==> src/design/host_port_pkg.sv <==
// Package: constants, modes and carrier structs of the host bus port.
// Assumes one 100 MHz clock; all pin inputs arrive synchronous to it.
package host_port_pkg;

  localparam int NUM_CH = 2;                       // Channels A and B
  localparam int DATA_W = 16;                      // Full host bus width
  localparam int ADDR_W = 8;                       // Register address width
  localparam int CFG_MODE_LSB = 0;                 // Bus mode field in config data
  localparam int CFG_MODE_W = 3;
  localparam logic [1:0] BE_LOW = 2'h1;            // Byte lanes used by 8-bit modes
  localparam logic [1:0] BE_BOTH = 2'h3;           // Byte lanes used by 16-bit modes
  localparam logic [1:0] BE_NONE = 2'h0;

  // --------------------------------------------------------------
  // Bus modes, as encoded in the configuration write
  // --------------------------------------------------------------
  typedef enum logic [2:0] {
    MODE_NMUX16 = 3'b000,   // 16-bit data, pointer addressing
    MODE_NMUX8  = 3'b001,   // 8-bit data, pointer addressing
    MODE_NMUX8A = 3'b010,   // 8-bit data, address on upper lines
    MODE_MUX16  = 3'b011,   // Address latched from low lines, 16-bit data
    MODE_MUX8   = 3'b100,   // Address and data on low lines
    MODE_MUX8A  = 3'b101    // 8-bit data, address on upper lines
  } bus_mode_t;

  typedef enum logic [1:0] {
    ST_IDLE = 2'b00,        // Waiting for a strobe
    ST_BUSY = 2'b01,        // Request out, waiting for the core
    ST_DONE = 2'b10         // Transfer finished, waiting for strobe release
  } port_state_t;

  // --------------------------------------------------------------
  // Carriers
  // --------------------------------------------------------------
  typedef struct packed {
    logic cs_n;             // Chip select
    logic as_n;             // Address strobe, multiplexed modes only
    logic ds_n;             // Data strobe, direction from rw
    logic rw;               // High reads with ds_n
    logic rd_n;             // Read strobe
    logic wr_n;             // Write strobe
    logic chan_sel;         // Channel select, high is channel A
    logic data_ctrl;        // High accesses the data registers directly
    logic ptr_sel;          // High on a write loads the address pointer
    logic intack_n;         // Interrupt acknowledge cycle in progress
  } host_ctrl_t;

  typedef struct packed {
    logic              valid;     // One-cycle request pulse
    logic              write;     // Write when high
    logic              intack;    // Vector fetch
    logic              chan_sel;  // Channel addressed
    logic              data_ctrl; // Direct data register access
    logic [ADDR_W-1:0] addr;      // Register address
    logic [DATA_W-1:0] wdata;     // Write data, unused lanes zero
    logic [1:0]        be;        // Byte lanes in use
  } core_req_t;

  typedef struct packed {
    logic irq_pending;      // Interrupt condition pending
    logic in_service;       // Interrupt under service
    logic chain_enable_in;  // Daisy-chain enable from upstream
    logic tx_flyby_ack_n;   // Transmit acknowledge pin level
    logic rx_flyby_ack_n;   // Receive acknowledge pin level
    logic ack_gpio_mode;    // Acknowledge pins used as bit I/O
    logic tx_gpio_out;      // Bit output on transmit acknowledge pin
    logic tx_gpio_oe;
    logic rx_gpio_out;      // Bit output on receive acknowledge pin
    logic rx_gpio_oe;
    logic tx_bit;           // Transmit serial bit from the engine
    logic tx_enable;        // Transmit pin driven when high
    logic serial_in;        // Receive data pin
  } chan_in_t;

  typedef struct packed {
    logic irq_request_n;    // Active-low interrupt request
    logic chain_enable_out; // Daisy-chain enable to downstream
    logic tx_ack_out;
    logic tx_ack_oe;
    logic rx_ack_out;
    logic rx_ack_oe;
    logic tx_fifo_wr;       // Fly-by write strobe, one cycle
    logic rx_fifo_rd;       // Fly-by read strobe, one cycle
    logic tx_gpio_in;       // Pin level for bit-input use
    logic rx_gpio_in;
    logic serial_out;       // Transmit data pin
    logic serial_oe;
    logic rx_bit;           // Received bit to the engine
  } chan_out_t;

endpackage

==> src/design/host_bus_port_daisy_chain.sv <==
// Host bus port with wait/ready handshake, bus modes, interrupt daisy chain,
// fly-by acknowledge pins and serial data pins for two channels.
// Assumes all pins are synchronous to clk; the register core answers on reg_ack.
//
// Operation
// - Wait/ready flags read, write and vector readiness
// - Channel select at config picks wait or ready
// - 16-bit non-multiplexed: all lines data, pointer addressing
// - Pointer modes: host loads pointer, device uses it
// - 8-bit pointer mode: low byte data, upper ignored
// - 8-bit separate address: address on upper lines
// - 16-bit multiplexed: latch low-byte address, 16-bit data
// - 8-bit multiplexed separate address: low byte data
// - Per-channel driven active-low interrupt request
// - Chain enable out low on block conditions
// - Transmit acknowledge strobes fly-by write or bit I/O
// - Receive acknowledge strobes fly-by read or bit I/O
// - Serial transmit output with three-state enable
// - Serial receive from dedicated input
// - First write after reset is the bus configuration
// - Channel select latched at configuration write
`timescale 1ns/1ps

module host_bus_port_daisy_chain
  import host_port_pkg::*;
(
  input  wire logic                     clk,          // 100 MHz clock
  input  wire logic                     srst,         // Synchronous reset, active high
  input  wire host_ctrl_t               host_ctrl,    // Host strobes and selects
  input  wire logic [DATA_W-1:0]        host_bus_in,  // Level on the address/data lines
  output logic      [DATA_W-1:0]        host_bus_out, // Read data driven on the lines
  output logic      [1:0]               host_bus_oe,  // Per byte lane drive enable
  output logic                          wait_rdy_n,   // Wait or ready, active low
  output core_req_t                     core_req,     // Request to the register core
  input  wire logic                     reg_ack,      // Core has finished the request
  input  wire logic [DATA_W-1:0]        reg_rdata,    // Read data or vector from core
  input  wire chan_in_t  [NUM_CH-1:0]   chan_in,      // Per-channel inputs
  output chan_out_t      [NUM_CH-1:0]   chan_out      // Per-channel outputs
);

  // ----------------------------------------------------------------
  // State
  // ----------------------------------------------------------------
  typedef struct packed {
    port_state_t               st;
    logic                      cfg_done;   // Configuration write seen
    bus_mode_t                 mode;
    logic                      wait_sense; // High: wait, low: ready
    logic [ADDR_W-1:0]         ptr;        // Internal register pointer
    logic [ADDR_W-1:0]         mux_addr;   // Address latched on strobe rise
    logic                      mux_cs;     // Chip select latched on strobe rise
    logic                      as_prev;
    logic                      is_read;    // Current cycle reads
    logic [1:0]                be;
    core_req_t                 req;
    logic [DATA_W-1:0]         bus_out;
    logic [1:0]                bus_oe;
    logic                      wait_rdy_n;
    logic [NUM_CH-1:0]         tx_prev;
    logic [NUM_CH-1:0]         rx_prev;
    chan_out_t [NUM_CH-1:0]    ch;
  } port_state_s_t;

  port_state_s_t s_q;
  port_state_s_t s_d;

  // ----------------------------------------------------------------
  // Next state
  // ----------------------------------------------------------------
  // The whole port is one struct so that every output leaves a flop.
  always_comb
  begin
    logic rd_stb;
    logic wr_stb;
    logic mux_mode;
    logic ptr_mode;
    logic sel;
    logic ack_cycle;
    logic [ADDR_W-1:0] addr;
    logic [1:0] be;
    s_d = s_q;
    s_d.req.valid = 1'b0;
    rd_stb = ~host_ctrl.rd_n | (~host_ctrl.ds_n & host_ctrl.rw);
    wr_stb = ~host_ctrl.wr_n | (~host_ctrl.ds_n & ~host_ctrl.rw);
    mux_mode = (s_q.mode == MODE_MUX16) | (s_q.mode == MODE_MUX8) | (s_q.mode == MODE_MUX8A);
    ptr_mode = (s_q.mode == MODE_NMUX16) | (s_q.mode == MODE_NMUX8);
    ack_cycle = ~host_ctrl.intack_n & rd_stb;
    sel = mux_mode ? s_q.mux_cs : ~host_ctrl.cs_n;
    addr = s_q.ptr;
    be = BE_LOW;

    // Address strobe rise latches the address and the chip select
    s_d.as_prev = host_ctrl.as_n;
    if (mux_mode && !s_q.as_prev && host_ctrl.as_n)
    begin
      s_d.mux_addr = host_bus_in[ADDR_W-1:0];
      s_d.mux_cs = ~host_ctrl.cs_n;
    end

    // Address source and byte lanes per bus mode
    unique case (s_q.mode)
      MODE_NMUX16: begin addr = s_q.ptr; be = BE_BOTH; end
      MODE_NMUX8: begin addr = s_q.ptr; be = BE_LOW; end
      MODE_NMUX8A: begin addr = host_bus_in[15:8]; be = BE_LOW; end
      MODE_MUX16: begin addr = s_q.mux_addr; be = BE_BOTH; end
      MODE_MUX8: begin addr = s_q.mux_addr; be = BE_LOW; end
      MODE_MUX8A: begin addr = host_bus_in[15:8]; be = BE_LOW; end
      default: begin addr = s_q.ptr; be = BE_LOW; end
    endcase

    unique case (s_q.st)
      ST_IDLE:
      begin
        if (!s_q.cfg_done && wr_stb && sel)
        begin
          // First write only configures; it never reaches the core
          s_d.cfg_done = 1'b1;
          s_d.mode = bus_mode_t'(host_bus_in[CFG_MODE_LSB +: CFG_MODE_W]);
          s_d.wait_sense = host_ctrl.chan_sel;
          s_d.st = ST_DONE;
        end
        else if (s_q.cfg_done && ptr_mode && wr_stb && sel && host_ctrl.ptr_sel && !host_ctrl.data_ctrl)
        begin
          s_d.ptr = host_bus_in[ADDR_W-1:0];
          s_d.st = ST_DONE;
        end
        else if (s_q.cfg_done && (ack_cycle || ((rd_stb || wr_stb) && sel)))
        begin
          s_d.req.valid = 1'b1;
          s_d.req.write = wr_stb & ~ack_cycle;
          s_d.req.intack = ack_cycle;
          s_d.req.chan_sel = host_ctrl.chan_sel;
          s_d.req.data_ctrl = host_ctrl.data_ctrl;
          s_d.req.addr = addr;
          s_d.req.wdata = {host_bus_in[15:8] & {8{be[1]}}, host_bus_in[7:0]}; // Upper lanes ignored in 8-bit
          s_d.req.be = be;
          s_d.is_read = ~s_d.req.write;
          s_d.be = be;
          s_d.st = ST_BUSY;
        end
      end
      ST_BUSY:
      begin
        if (reg_ack)
        begin
          if (s_q.is_read)
          begin
            s_d.bus_out = {reg_rdata[15:8] & {8{s_q.be[1]}}, reg_rdata[7:0]};
            s_d.bus_oe = s_q.be;
          end
          s_d.st = ST_DONE;
        end
      end
      ST_DONE:
      begin
        // Hold data until the host lets go of the read and write strobes
        if (!rd_stb && !wr_stb)
        begin
          s_d.bus_oe = BE_NONE;
          s_d.st = ST_IDLE;
        end
      end
      default: s_d.st = ST_IDLE;
    endcase

    // Wait holds the host off while busy; ready marks completion
    if (s_q.wait_sense)
      s_d.wait_rdy_n = ~(s_d.st == ST_BUSY);
    else
      s_d.wait_rdy_n = ~(s_d.st == ST_DONE);

    // Per-channel pins
    for (int i = 0; i < NUM_CH; i++)
    begin
      s_d.ch[i].irq_request_n = ~chan_in[i].irq_pending;
      s_d.ch[i].chain_enable_out = chan_in[i].chain_enable_in & ~chan_in[i].in_service
                                   & ~(chan_in[i].irq_pending & ~host_ctrl.intack_n);
      s_d.tx_prev[i] = chan_in[i].tx_flyby_ack_n;
      s_d.rx_prev[i] = chan_in[i].rx_flyby_ack_n;
      // Falling edge of an acknowledge pin is one fly-by transfer
      s_d.ch[i].tx_fifo_wr = ~chan_in[i].ack_gpio_mode & s_q.tx_prev[i] & ~chan_in[i].tx_flyby_ack_n;
      s_d.ch[i].rx_fifo_rd = ~chan_in[i].ack_gpio_mode & s_q.rx_prev[i] & ~chan_in[i].rx_flyby_ack_n;
      s_d.ch[i].tx_ack_out = chan_in[i].tx_gpio_out;
      s_d.ch[i].tx_ack_oe = chan_in[i].ack_gpio_mode & chan_in[i].tx_gpio_oe;
      s_d.ch[i].rx_ack_out = chan_in[i].rx_gpio_out;
      s_d.ch[i].rx_ack_oe = chan_in[i].ack_gpio_mode & chan_in[i].rx_gpio_oe;
      s_d.ch[i].tx_gpio_in = chan_in[i].tx_flyby_ack_n;
      s_d.ch[i].rx_gpio_in = chan_in[i].rx_flyby_ack_n;
      s_d.ch[i].serial_out = chan_in[i].tx_bit;
      s_d.ch[i].serial_oe = chan_in[i].tx_enable;
      s_d.ch[i].rx_bit = chan_in[i].serial_in;
    end
  end

  // ----------------------------------------------------------------
  // Registers
  // ----------------------------------------------------------------
  // Reset leaves the bus undriven and the handshake inactive.
  always_ff @(posedge clk)
  begin
    if (srst)
    begin
      s_q <= '0;
      s_q.mode <= MODE_NMUX16;
      s_q.as_prev <= 1'b1;
      s_q.wait_rdy_n <= 1'b1;
      s_q.tx_prev <= '1;
      s_q.rx_prev <= '1;
      for (int i = 0; i < NUM_CH; i++)
      begin
        s_q.ch[i].irq_request_n <= 1'b1;
      end
    end
    else
    begin
      s_q <= s_d;
    end
  end

  // Outputs straight from the state flops
  assign host_bus_out = s_q.bus_out;
  assign host_bus_oe = s_q.bus_oe;
  assign wait_rdy_n = s_q.wait_rdy_n;
  assign core_req = s_q.req;
  assign chan_out = s_q.ch;

endmodule

==> config.mk <==
export PLATFORM = sky130hd
export DESIGN_NAME = host_bus_port_daisy_chain
export DESIGN_NICKNAME = d
export VERILOG_FILES = /design/src/design/host_port_pkg.sv /design/src/design/host_bus_port_daisy_chain.sv
export SDC_FILE = /design/constraint.sdc
export NUM_CORES = 1
export LEC_CHECK = 0
export ABC_AREA = 0
export BUFFER_PORTS_ARGS = -buffer_cell sky130_fd_sc_hd__buf_2
export CAP_MARGIN = 15
export CORE_MARGIN = 5
export CORE_UTILIZATION = 43
export DETAILED_ROUTE_END_ITERATION = 10
export PLACE_DENSITY_LB_ADDON = 0.12
export SLEW_MARGIN = 30
export SYNTH_ARGS = -nofsm -noshare
export SYNTH_HDL_FRONTEND = slang
export SYNTH_SLANG_ARGS = --single-unit
export TNS_END_PERCENT = 5
==> constraint.sdc <==
create_clock -name clk -period 2.9 [get_ports clk]
set_input_delay 0.29 -clock clk [delete_from_list [all_inputs] [get_ports clk]]
set_output_delay 0.29 -clock clk [all_outputs]
set_load 0.005 [all_outputs]
# Word level (Yosys, flattened, before mapping)
# Cells that the tools add are included.
[classes] n_eq_ne=12 muxes=15 bitwise=54 reduce_logical=31
[op_table] cell="$mux W31" count=1
[op_table] cell="$not A1 Y1" count=25
[op_table] cell="$and A1 B1 Y1" count=22
[op_table] cell="$mux W2" count=9
[op_table] cell="$and A8 B8 Y8" count=2
[op_table] cell="$pmux W8 S2" count=1
[op_table] cell="$logic_and A1 B1 Y1" count=12
[op_table] cell="$reduce_and A4 Y1" count=2
[op_table] cell="$eq A3 B2 Y1 const B" count=2
[op_table] cell="$eq A3 B3 Y1 const B" count=2
[op_table] cell="$ne A2 B2 Y1 const B" count=3
[op_table] cell="$pmux W2 S3" count=1
[op_table] cell="$reduce_and A3 Y1" count=2
[op_table] cell="$reduce_or A2 Y1" count=3
[op_table] cell="$logic_not A1 Y1" count=5
[op_table] cell="$or A1 B1 Y1" count=5
[op_table] cell="$eq A2 B1 Y1 const B" count=2
[op_table] cell="$eq A2 B2 Y1 const B" count=2
[op_table] cell="$pmux W2 S2" count=1
[op_table] cell="$reduce_or A4 Y1" count=1
[op_table] cell="$eq A3 B1 Y1 const B" count=1
[op_table] cell="$logic_not A3 Y1" count=1
[op_table] cell="$logic_not A2 Y1" count=1
[op_table] cell="$logic_or A1 B1 Y1" count=2
[op_table] cell="other kinds (3)" count=4
[word_totals] reg_bits=106 in_bits=71 out_inout_bits=76

# Longest topological paths before layout
# Gate-level depths: netlist of the first run.
[logic_depth] depth_word=14 depth_mapped=7

# Least setup slack after synthesis of the first run
# No wires, ideal clock.
[synth_path] kind="flip-flop to flip-flop" start="register s_q[104] (netlist name)" end="register s_q (netlist bit core_req[24])" setup_ns=0.121 t_arrival_ns=1.905 setup_slack_ns=0.873 stages_incl_launch_ff=8 n_path_buf=2 synth_period_minus_slack_ns=2.027 cell_sequence="dfxtp_1 -> buf_4 -> and2b_4 -> or3_4 -> and3_4 -> o21ai_4 -> buf_8 -> mux2_4"
[synth_via] elab_chain_cells=9
[synth_rtl] item="start, declared" line_no="host_bus_port_daisy_chain.sv:64" rtl="port_state_s_t s_q;"
[synth_rtl] item="$eq A3 B2 Y1 (tied with other cells)" line_no="host_bus_port_daisy_chain.sv:85, host_bus_port_daisy_chain.sv:101"
[synth_rtl] item="$or A1 B1 Y1 (on tied branches)" line_no="host_bus_port_daisy_chain.sv:85, host_bus_port_daisy_chain.sv:86"
[synth_rtl] item="$or A1 B1 Y1 / $logic_and A1 B1 Y1 (equally long branches)" line_no="host_bus_port_daisy_chain.sv:85, host_bus_port_daisy_chain.sv:122"
[synth_rtl] item="$mux W1 / $logic_and A1 B1 Y1 (equally long branches)" line_no="host_bus_port_daisy_chain.sv:88, host_bus_port_daisy_chain.sv:122"
[synth_rtl] item="$logic_and A1 B1 Y1 (3 in series)" line_no="host_bus_port_daisy_chain.sv:122" rtl="else if (s_q.cfg_done && ptr_mode && wr_stb && sel && host_ctrl.ptr_sel && !host_ctrl.data_ctrl)"
[synth_rtl] item="$not A1 Y1 (no line)"
[synth_rtl] item="$reduce_and A4 Y1 (no line)"
# Several ways; a longest one is shown, not always the timed one.
# A chain may end at the register's enable or synchronous reset.

# Final worst setup path of the first run
[layout_path] start="register s_q[104] (netlist name)" end="register s_q (netlist bit core_req[3])"
[layout_via] elab_chain_cells=9
[layout_rtl] item="$eq A3 B2 Y1 (tied with other cells)" line_no="host_bus_port_daisy_chain.sv:85" rtl="mux_mode = (s_q.mode == MODE_MUX16) | (s_q.mode == MODE_MUX8) | (s_q.mode == MODE_MUX8A);"
[layout_rtl] item="$or A1 B1 Y1 (on tied branches)" line_no="host_bus_port_daisy_chain.sv:85, host_bus_port_daisy_chain.sv:86"
[layout_rtl] item="$or A1 B1 Y1 / $logic_and A1 B1 Y1 (equally long branches)" line_no="host_bus_port_daisy_chain.sv:85, host_bus_port_daisy_chain.sv:122"
[layout_rtl] item="$mux W1 / $logic_and A1 B1 Y1 (equally long branches)" line_no="host_bus_port_daisy_chain.sv:88, host_bus_port_daisy_chain.sv:122"
[layout_rtl] item="$logic_and A1 B1 Y1 (3 in series)" line_no="host_bus_port_daisy_chain.sv:122"
[layout_rtl] item="$not A1 Y1 (no line)"
[layout_rtl] item="$reduce_and A4 Y1 (no line) (*)"
# Mark *: on every way between the ends. The rest lies on a longest branch, timed or not.

==> impl_metrics.json, run 1 <==
{
  "die_y_um": 116.2,
  "ys.warnings.count": 0,
  "fmax_mhz": 419.1,
  "seqCellArea_sq_um": 2122,
  "crit_fanout": 14,
  "start_util_pct": 44.35,
  "combinationalPowerShare_pct": 10.4,
  "die_area_sq_um": 13500,
  "maxCapViolCount": 0,
  "areaGrowthSynthToFinish_pct": 11.97,
  "place_hpwl_um": 7808,
  "grt_first_pass_wirelength_um": 16440,
  "synthTopCellsByArea": "dfxtp_1, buf_4, mux2i_1",
  "hold_buffers": 0,
  "setup_viol": 0,
  "hold_class": "primary input to register",
  "drive_gt1_share_pct": 32.94,
  "p_int_w": 0.002326,
  "htree_levels": 3,
  "nets": 655,
  "rows": 38,
  "clock_latency_ns": 0.35,
  "grt_max_degree": 55,
  "grtUsageTotal_pct": 15.46,
  "placed_area_sq_um": 5129,
  "yosys.cell_types.count": 54,
  "wl_met2_um": 4794,
  "tightestPinTransition_ns": 0.7562,
  "synth_area_per_cell_sq_um": 9.308,
  "ir_worst_vdd_mv": 0.3599,
  "wl_per_cell_um": 14.33,
  "swShare_pct": 24.44,
  "synth_edf_count": 0,
  "cp-start-kind": "register",
  "p_leak_nw": 2.447,
  "routed_via_density": 4.893,
  "place.gp.congestion": 0.7838,
  "m1WireLength_um": 4695,
  "routed.top_layer": "met4",
  "drc_errors": 0,
  "final_area_sq_um": 5430,
  "cts_num_sinks": 106,
  "clk_path_buf_depth": 2,
  "maxSlewHeadroom_pct": 49.44,
  "setup_tns_ns": 0,
  "cts_buffers": 9,
  "fin_crit_sh_pct": 82.29,
  "worstPathRequired_ns": 3.17,
  "met3WireLength_um": 786,
  "power_density_nw_per_um2": 567.0,
  "cp-end-kind": "register",
  "rsz0062_at_grt": "no",
  "core_sq_um": 10940,
  "grt_overflow_total": 0,
  "cts-root-buf": "clkbuf_16",
  "cts_setup_buffers": 0,
  "switchingPower_w": 0.0007524,
  "synth.largest_area_cell": "dfxtp_1",
  "antenna_found_initial": 0,
  "yosysSeqAreaShare_pct": 43.76,
  "synth-seq-cells": 106,
  "drt_iter0_drc": 222,
  "io_pins": 147,
  "numPortBuffers": 146,
  "multi_input_area_sq_um": 1997,
  "antenna_cells": 0,
  "synth_fp_nets": 592,
  "dr.pass1.iters": 6,
  "clock_power_share_pct": 39.8,
  "min_period_ns": 2.386,
  "ctsResizeCount": 0,
  "async_flop_share_pct": 0,
  "power.total_w": 0.003079,
  "syn_inst": 521,
  "cts_tree": "done",
  "skew_ns": 0.009491,
  "crit_arrival_ns": 2.66,
  "pwr-share-seq_pct": 49.7,
  "crit_type": "register to register",
  "die-width_um": 116.2,
  "slew_viol_final": 0,
  "grt_pass1_vias": 3454,
  "clk_pin_slew_worst_paths_ns": 0.07,
  "syn_area_sq_um": 4850,
  "wirelength_um": 10440,
  "hold_violations": 0,
  "synth_top_area_share_pct": 43.76,
  "ys.flop_type": "dfxtp_1",
  "detail-route-antenna-nets": 0,
  "vias": 3567,
  "status": "complete, no violations",
  "fillerInstances": 1099
}
-- cell usage in the layout, fill, tap and decap left out, types with 2 or more instances in the layout --
cell type   netlist  final
a21oi_1          30     30
buf_4            76     10
o22ai_1           8      8
o21ai_0           7      7
a2111oi_0         2      2
o21a_1            2      2
o221ai_1          5      5
a31oi_1           2      2
inv_6             0      2
nand2_1          37     37
buf_2             3    145
dfxtp_1         106    106
inv_1             9      9
nor4b_1           5      5
or2_2             7      7
mux2_2            5      5
a211oi_1          2      2
nor2_1           34     34
nor3_1            3      3
mux2i_1          46     46
and3b_1           5      5
clkbuf_16         0      9
nand2b_1         39     39
nand3b_1          5      5
nand3_1          11     11
clkinvlp_4        0      2
nor2b_1          21     21
-- synthesized netlist by cell type (all sizes together), types with 3 or more instances --
library cell and n:
nor4b 5, mux2i 46, nor3 3, or2 7
and3b 5, a21oi 31, o22ai 8, nand3 11
nor2 34, clkbuf 21, o221ai 5, dfxtp 106
mux2 6, nor2b 21, nand2 37, inv 9
buf 82, nand3b 5, o21ai 9, nand2b 39
-- power groups by stage --
stage / Sequential [W] / Combinational (W) / Clock [W]
floorplan: 0.00155 / 0.000241 / 0
global placement: 0.00156 / 0.000318 / 0
detailed placement: 0.00157 / 0.000324 / 0
CTS: 0.00153 / 0.000325 / 0.00127
global route: 0.00154 / 0.000357 / 0.00132
finish: 0.00153 / 0.000321 / 0.00123
-- metal layers --
metal,track usage (%),up-vias
li1,-,1815
met5,0,-
met1,19.27,1623
met4,6.187,0
met2,25.97,117
met3,3.472,12
-- worst max-delay path, stage by stage (launching register included) --
cell,delay [ns]
dfxtp_1,0.56
and3b_1,0.29
or3_4,0.37
and3_4,0.18
o21ai_4,0.43
buf_4,0.29
mux2i_1,0.19
-- area by class of cell --
type	count	share of cell area, %
repair buffers	155	14.75
flip-flops and latches	106	39.08
well taps	140	3.226
clock inverters	7	1.406
multi-input cells	303	36.77
clock buffers	9	4.147
inverters	9	0.6221
-- through the flow --
stage | setup slack (ns) | hold slack (ns) | cells | util (%)
2_1_floorplan | 0.8734 | 0.3637 | 521 | -
3_3_place_gp | 0.5731 | 0.4367 | 713 | 46.90
3_5_place_dp | 0.4856 | 0.4424 | 713 | 46.90
4_1_cts | 0.4823 | 0.09870 | 729 | 49.66
5_1_grt | 0.3698 | 0.1161 | 729 | 49.66
6_report | 0.5137 | 0.1127 | 729 | 49.66
-- flip-flops by register name, indices dropped and copies added, names as in the netlist --
register      flops
core_req         31
s_q              30
chan_out         26
host_bus_out     16
host_bus_oe       2
wait_rdy_n        1
-- kinds of logic (layout without fill, tap and decap cells) --
| group | after synthesis | after routing | share of synthesized area, % |
|---|---|---|---|
| and+or+nand+nor | 177 | 177 | 19.94 |
| buffers and inverters | 112 | 180 | 15.17 |
| DFF | 106 | 106 | 43.76 |
| AOI/OAI and AO/OA | 74 | 74 | 10.17 |
| muxes | 52 | 52 | 10.96 |
-- worst paths after layout --
path,from,to,slack [ns],cells after the start
worst max-delay path,s_q[104]$_SDFFE_PP0P_,core_req[3]$_SDFFE_PP0P_,0.51,6
worst min-delay path,chan_in[24],chan_out[24]$_SDFF_PP0_,0.11,2
worst max register to register,s_q[104]$_SDFFE_PP0P_,core_req[3]$_SDFFE_PP0P_,0.51,6
worst min register to register,host_bus_out[15]$_SDFFE_PP0P_,host_bus_out[15]$_SDFFE_PP0P_,0.45,2
(Power assumes the default switching activity.)
==> run 2: changes to the inputs <==
- clock period: 2.9 -> 2 ns (I/O delays scaled with it)
==> impl_metrics.json, run 2 (synthesis gave the netlist of run 1 again) <==
{
  "slew_viol_final": 0,
  "p_leak_nw": 2.572,
  "final.setup.worst_slack_ns": 0.04160,
  "grtUsageTotal_pct": 15.96,
  "path_cells": "and2b_4 -> or3_4 -> and3_4 -> o21ai_4 -> buf_12 -> mux2_2",
  "drc_errors": 0,
  "grt_overflow_total": 0,
  "htree_levels": 3,
  "clk_path_buf_depth": 2,
  "hold_violations": 0,
  "grt_pass1_vias": 3577,
  "largest_register_ffs": 31,
  "grt_first_pass_wirelength_um": 17060,
  "worstPathRequired_ns": 2.23,
  "wirelength_um": 10730,
  "antenna_cells": 0,
  "power_density_nw_per_um2": 771.0,
  "place.gp.congestion": 0.7979,
  "multi_input_area_sq_um": 2018,
  "hold_buffers": 0,
  "start_util_pct": 44.35,
  "fillerInstances": 1062,
  "detail-route-antenna-nets": 0,
  "place_ws_ns": -0.004948,
  "cp-end-kind": "register",
  "rsz0062_at_grt": "yes",
  "ir_worst_vdd_mv": 0.4667,
  "die-width_um": 116.2,
  "grt_max_degree": 48,
  "skew_ns": 0.004335,
  "layout_common_cells": "buf_2, dfxtp_1, mux2i_1",
  "drive_gt1_share_pct": 35.74,
  "max_stage_delay_ns": 0.42,
  "numPortBuffers": 146,
  "core_sq_um": 10940,
  "io_pins": 147,
  "nets": 679,
  "crit_arrival_ns": 2.19,
  "crit_type": "register to register",
  "worstPathBufferInverterCount": 1,
  "die_area_sq_um": 13500,
  "cts-root-buf": "clkbuf_16",
  "antenna_found_initial": 0,
  "crit_family": "simple AND/OR/NAND/NOR gates",
  "hold_class": "primary input to register",
  "power.total_w": 0.004339,
  "final_area_sq_um": 5628,
  "maxCapViolCount": 0,
  "clock_latency_ns": 0.34,
  "cts_buffers": 9,
  "fin_crit_sh_pct": 97.92,
  "min_period_ns": 1.958,
  "place_hpwl_um": 7986,
  "seqCellArea_sq_um": 2127,
  "dr.pass1.iters": 4,
  "maxSlewHeadroom_pct": 55.85,
  "cp-start-kind": "register",
  "wl_per_cell_um": 14.30,
  "cts_num_sinks": 106,
  "placed_area_sq_um": 5311,
  "rows": 38,
  "routed_via_density": 4.872,
  "tightestPinTransition_ns": 0.6616,
  "fmax_mhz": 510.6,
  "drt_iter0_drc": 198,
  "setup_viol": 0,
  "vias": 3654,
  "cts_tree": "done",
  "die_y_um": 116.2,
  "crit_fanout": 9,
  "areaGrowthSynthToFinish_pct": 16.05,
  "hold_slack_ns": 0.03342,
  "final_common_cell": "buf_2",
  "status": "complete, no violations",
  "cp_slowest_cell": "or3_4",
  "clk_pin_slew_worst_paths_ns": 0.06
}
[run 2: final cells by class]
cell class / count / share of cell area [%]
Clock buffer: 13 / 4.624
Inverter: 9 / 0.6003
Multi-Input combinational cell: 303 / 35.86
Sequential cell: 106 / 37.79
Tap cell: 140 / 3.112
Timing Repair Buffer: 179 / 18.01
[run 2: routing by layer]
metal,vias to the layer above,wire [um],track usage [%]
li1,1852,-,-
met1,1693,4613,18.93
met2,102,5227,27.62
met3,7,791,5.389
met4,0,93,4.408
met5,-,0,0
[run 2: path summary, 6_finish.rpt]
path / start / end / slack [ns] / depth (start not counted)
worst min register to register: host_bus_out[13]$_SDFFE_PP0P_ / host_bus_out[13]$_SDFFE_PP0P_ / 0.45 / 2
worst min-delay path: chan_in[11] / chan_out[11]$_SDFF_PP0_ / 0.03 / 2
worst max register to register: s_q[103]$_SDFFE_PP0P_ / core_req[21]$_SDFFE_PP0P_ / 0.04 / 6
worst max-delay path: s_q[103]$_SDFFE_PP0P_ / core_req[21]$_SDFFE_PP0P_ / 0.04 / 6
[run 2: metrics by stage]
| stage | util [%] | setup TNS, ns | instances |
|---|---|---|---|
| floorplan | - | -0.02657 | 521 |
| global placement | 48.57 | 0 | 734 |
| detailed placement | 48.57 | -0.004948 | 734 |
| CTS | 51.06 | 0 | 747 |
| global route | 51.46 | -0.007363 | 750 |
| finish | 51.46 | 0 | 750 |
[run 2: power breakdown]
group | internal (W) | leakage [nW] | switching [W]
registers | 0.00218 | 0.864 | 0.0000323
logic | 0.000267 | 1.58 | 0.000273
clock network | 0.000892 | 0.128 | 0.000697
total | 0.00334 | 2.57 | 0.00100
[run 2: what timing repair did]
| item | CTS | global route |
|---|---|---|
| setup buffers | 0 | 3 |
| gates resized for setup | 3 | 7 |
| endpoints found under the setup margin | 7 | 18 |
| hold endpoints to repair | 0 | 0 |
| pin swaps | 0 | 3 |
==> run 3: changes to the inputs <==
- clock period: 2 -> 2.26 ns (I/O delays scaled with it)
==> impl_metrics.json, run 3 (synthesis gave the netlist of run 1 again) <==
{
  "setup_viol": 0,
  "vias": 3545,
  "largest_register_ffs": 31,
  "drc_errors": 0,
  "maxCapViolCount": 0,
  "drt_iter0_drc": 161,
  "fin_util_pct": 50.49,
  "fin_crit_sh_pct": 90.12,
  "m1WireLength_um": 4698,
  "place.gp.congestion": 0.8070,
  "power.total_w": 0.004155,
  "grt_overflow_total": 0,
  "die-width_um": 116.2,
  "grt_max_degree": 75,
  "fmax_mhz": 491.0,
  "cts_buffers": 9,
  "power_density_nw_per_um2": 752.6,
  "cts-root-buf": "clkbuf_16",
  "hold_violations": 0,
  "layout_common_cells": "buf_2, dfxtp_1, mux2i_1",
  "rsz0062_at_grt": "no",
  "cts_setup_buffers": 0,
  "path_cells": "and2b_4 -> or3_4 -> and3_4 -> o21ai_4 -> buf_4 -> mux2_2",
  "min_period_ns": 2.037,
  "max_stage_delay_ns": 0.41,
  "ctsResizeCount": 0,
  "crit_type": "register to register",
  "slew_viol_final": 0,
  "crit_family": "simple AND/OR/NAND/NOR gates",
  "grt_pass1_vias": 3537,
  "antenna_cells": 0,
  "hold_depth": 2,
  "cp_slowest_cell": "dfxtp_1",
  "crit_cells": 6,
  "place_hpwl_um": 7842,
  "setup_tns_ns": 0,
  "met3WireLength_um": 705,
  "areaGrowthSynthToFinish_pct": 13.85,
  "antenna_found_initial": 0,
  "clk_path_buf_depth": 2,
  "maxSlewHeadroom_pct": 55.41,
  "p_leak_nw": 2.493,
  "dr.pass1.iters": 4,
  "crit_arrival_ns": 2.28,
  "rows": 38,
  "nets": 660,
  "tightestPinTransition_ns": 0.6669,
  "cts_tree": "done",
  "detail-route-antenna-nets": 0,
  "routed.top_layer": "met4",
  "grtUsageTotal_pct": 15.92,
  "skew_ns": 0.005069,
  "numPortBuffers": 146,
  "wirelength_um": 10480,
  "drive_gt1_share_pct": 33.50,
  "hold_class": "primary input to register",
  "clock_latency_ns": 0.35,
  "clk_pin_slew_worst_paths_ns": 0.07,
  "die_area_sq_um": 13500,
  "status": "complete, no violations",
  "cts_num_sinks": 106,
  "io_pins": 147,
  "cp-start-kind": "register",
  "final.setup.worst_slack_ns": 0.2232,
  "worstPathBufferInverterCount": 1,
  "cp-end-kind": "register",
  "start_util_pct": 44.35,
  "htree_levels": 3,
  "die_y_um": 116.2,
  "grt_first_pass_wirelength_um": 16990,
  "place_ws_ns": 0.2274,
  "wl_per_cell_um": 14.28,
  "hold_buffers": 0,
  "routed_via_density": 4.830,
  "final_common_cell": "buf_2",
  "reg2regPathDepth": 6,
  "core_sq_um": 10940,
  "worstPathRequired_ns": 2.50,
  "crit_fanout": 7,
  "fillerInstances": 1061,
  "wl_met2_um": 4893,
  "ir_worst_vdd_mv": 0.4215
}
-- run 3: changes by cell type in the layout (fill, tap and decap cells not counted), moves of 2 or more --
cell        change
bufinv_16       +3
buf_6           -2
clkbuf_1        -2
clkbuf_8        -2
buf_4          -16
dfxtp_1         +2
clkinvlp_4      +3
-- run 3: per-layer routing --
metal  vias to the layer above  track usage (%)
met5                         -                0
met4                         0            6.651
met3                        12            3.731
met2                        97            26.58
met1                      1615            19.77
li1                       1821                -
-- run 3: metrics by stage --
stage	area (sq um)	instances	hold WS, ns
2_1_floorplan	4850	521	0.2997
3_3_place_gp	5179	718	0.4037
3_5_place_dp	5179	718	0.4024
4_1_cts	5522	734	0.02761
5_1_grt	5522	734	0.04790
6_report	5522	734	0.04467
-- run 3: cell type report --
cell class,instances,area [sq um],area share (%)
Clock buffer,9,225.2,4.079
Clock inverter,7,117.6,2.130
Inverter,9,33.78,0.6118
Multi-Input combinational cell,303,1997,36.17
Sequential cell,106,2122,38.43
Tap cell,140,175.2,3.172
Timing Repair Buffer,160,850.8,15.41
-- run 3: path summary, 6_finish.rpt --
check	end	slack [ns]	start
worst max-delay path	core_req[19]$_SDFFE_PP0P_	0.22	s_q[103]$_SDFFE_PP0P_
worst max register to register	core_req[19]$_SDFFE_PP0P_	0.22	s_q[103]$_SDFFE_PP0P_
worst min register to register	host_bus_out[15]$_SDFFE_PP0P_	0.45	host_bus_out[15]$_SDFFE_PP0P_
worst min-delay path	chan_out[24]$_SDFF_PP0_	0.04	chan_in[24]
-- run 3: where the power goes --
part / switching [W] / internal (W) / total [W]
registers: 0.0000350 / 0.00193 / 0.00196
logic: 0.000225 / 0.000204 / 0.000430
clock network: 0.000685 / 0.00108 / 0.00177
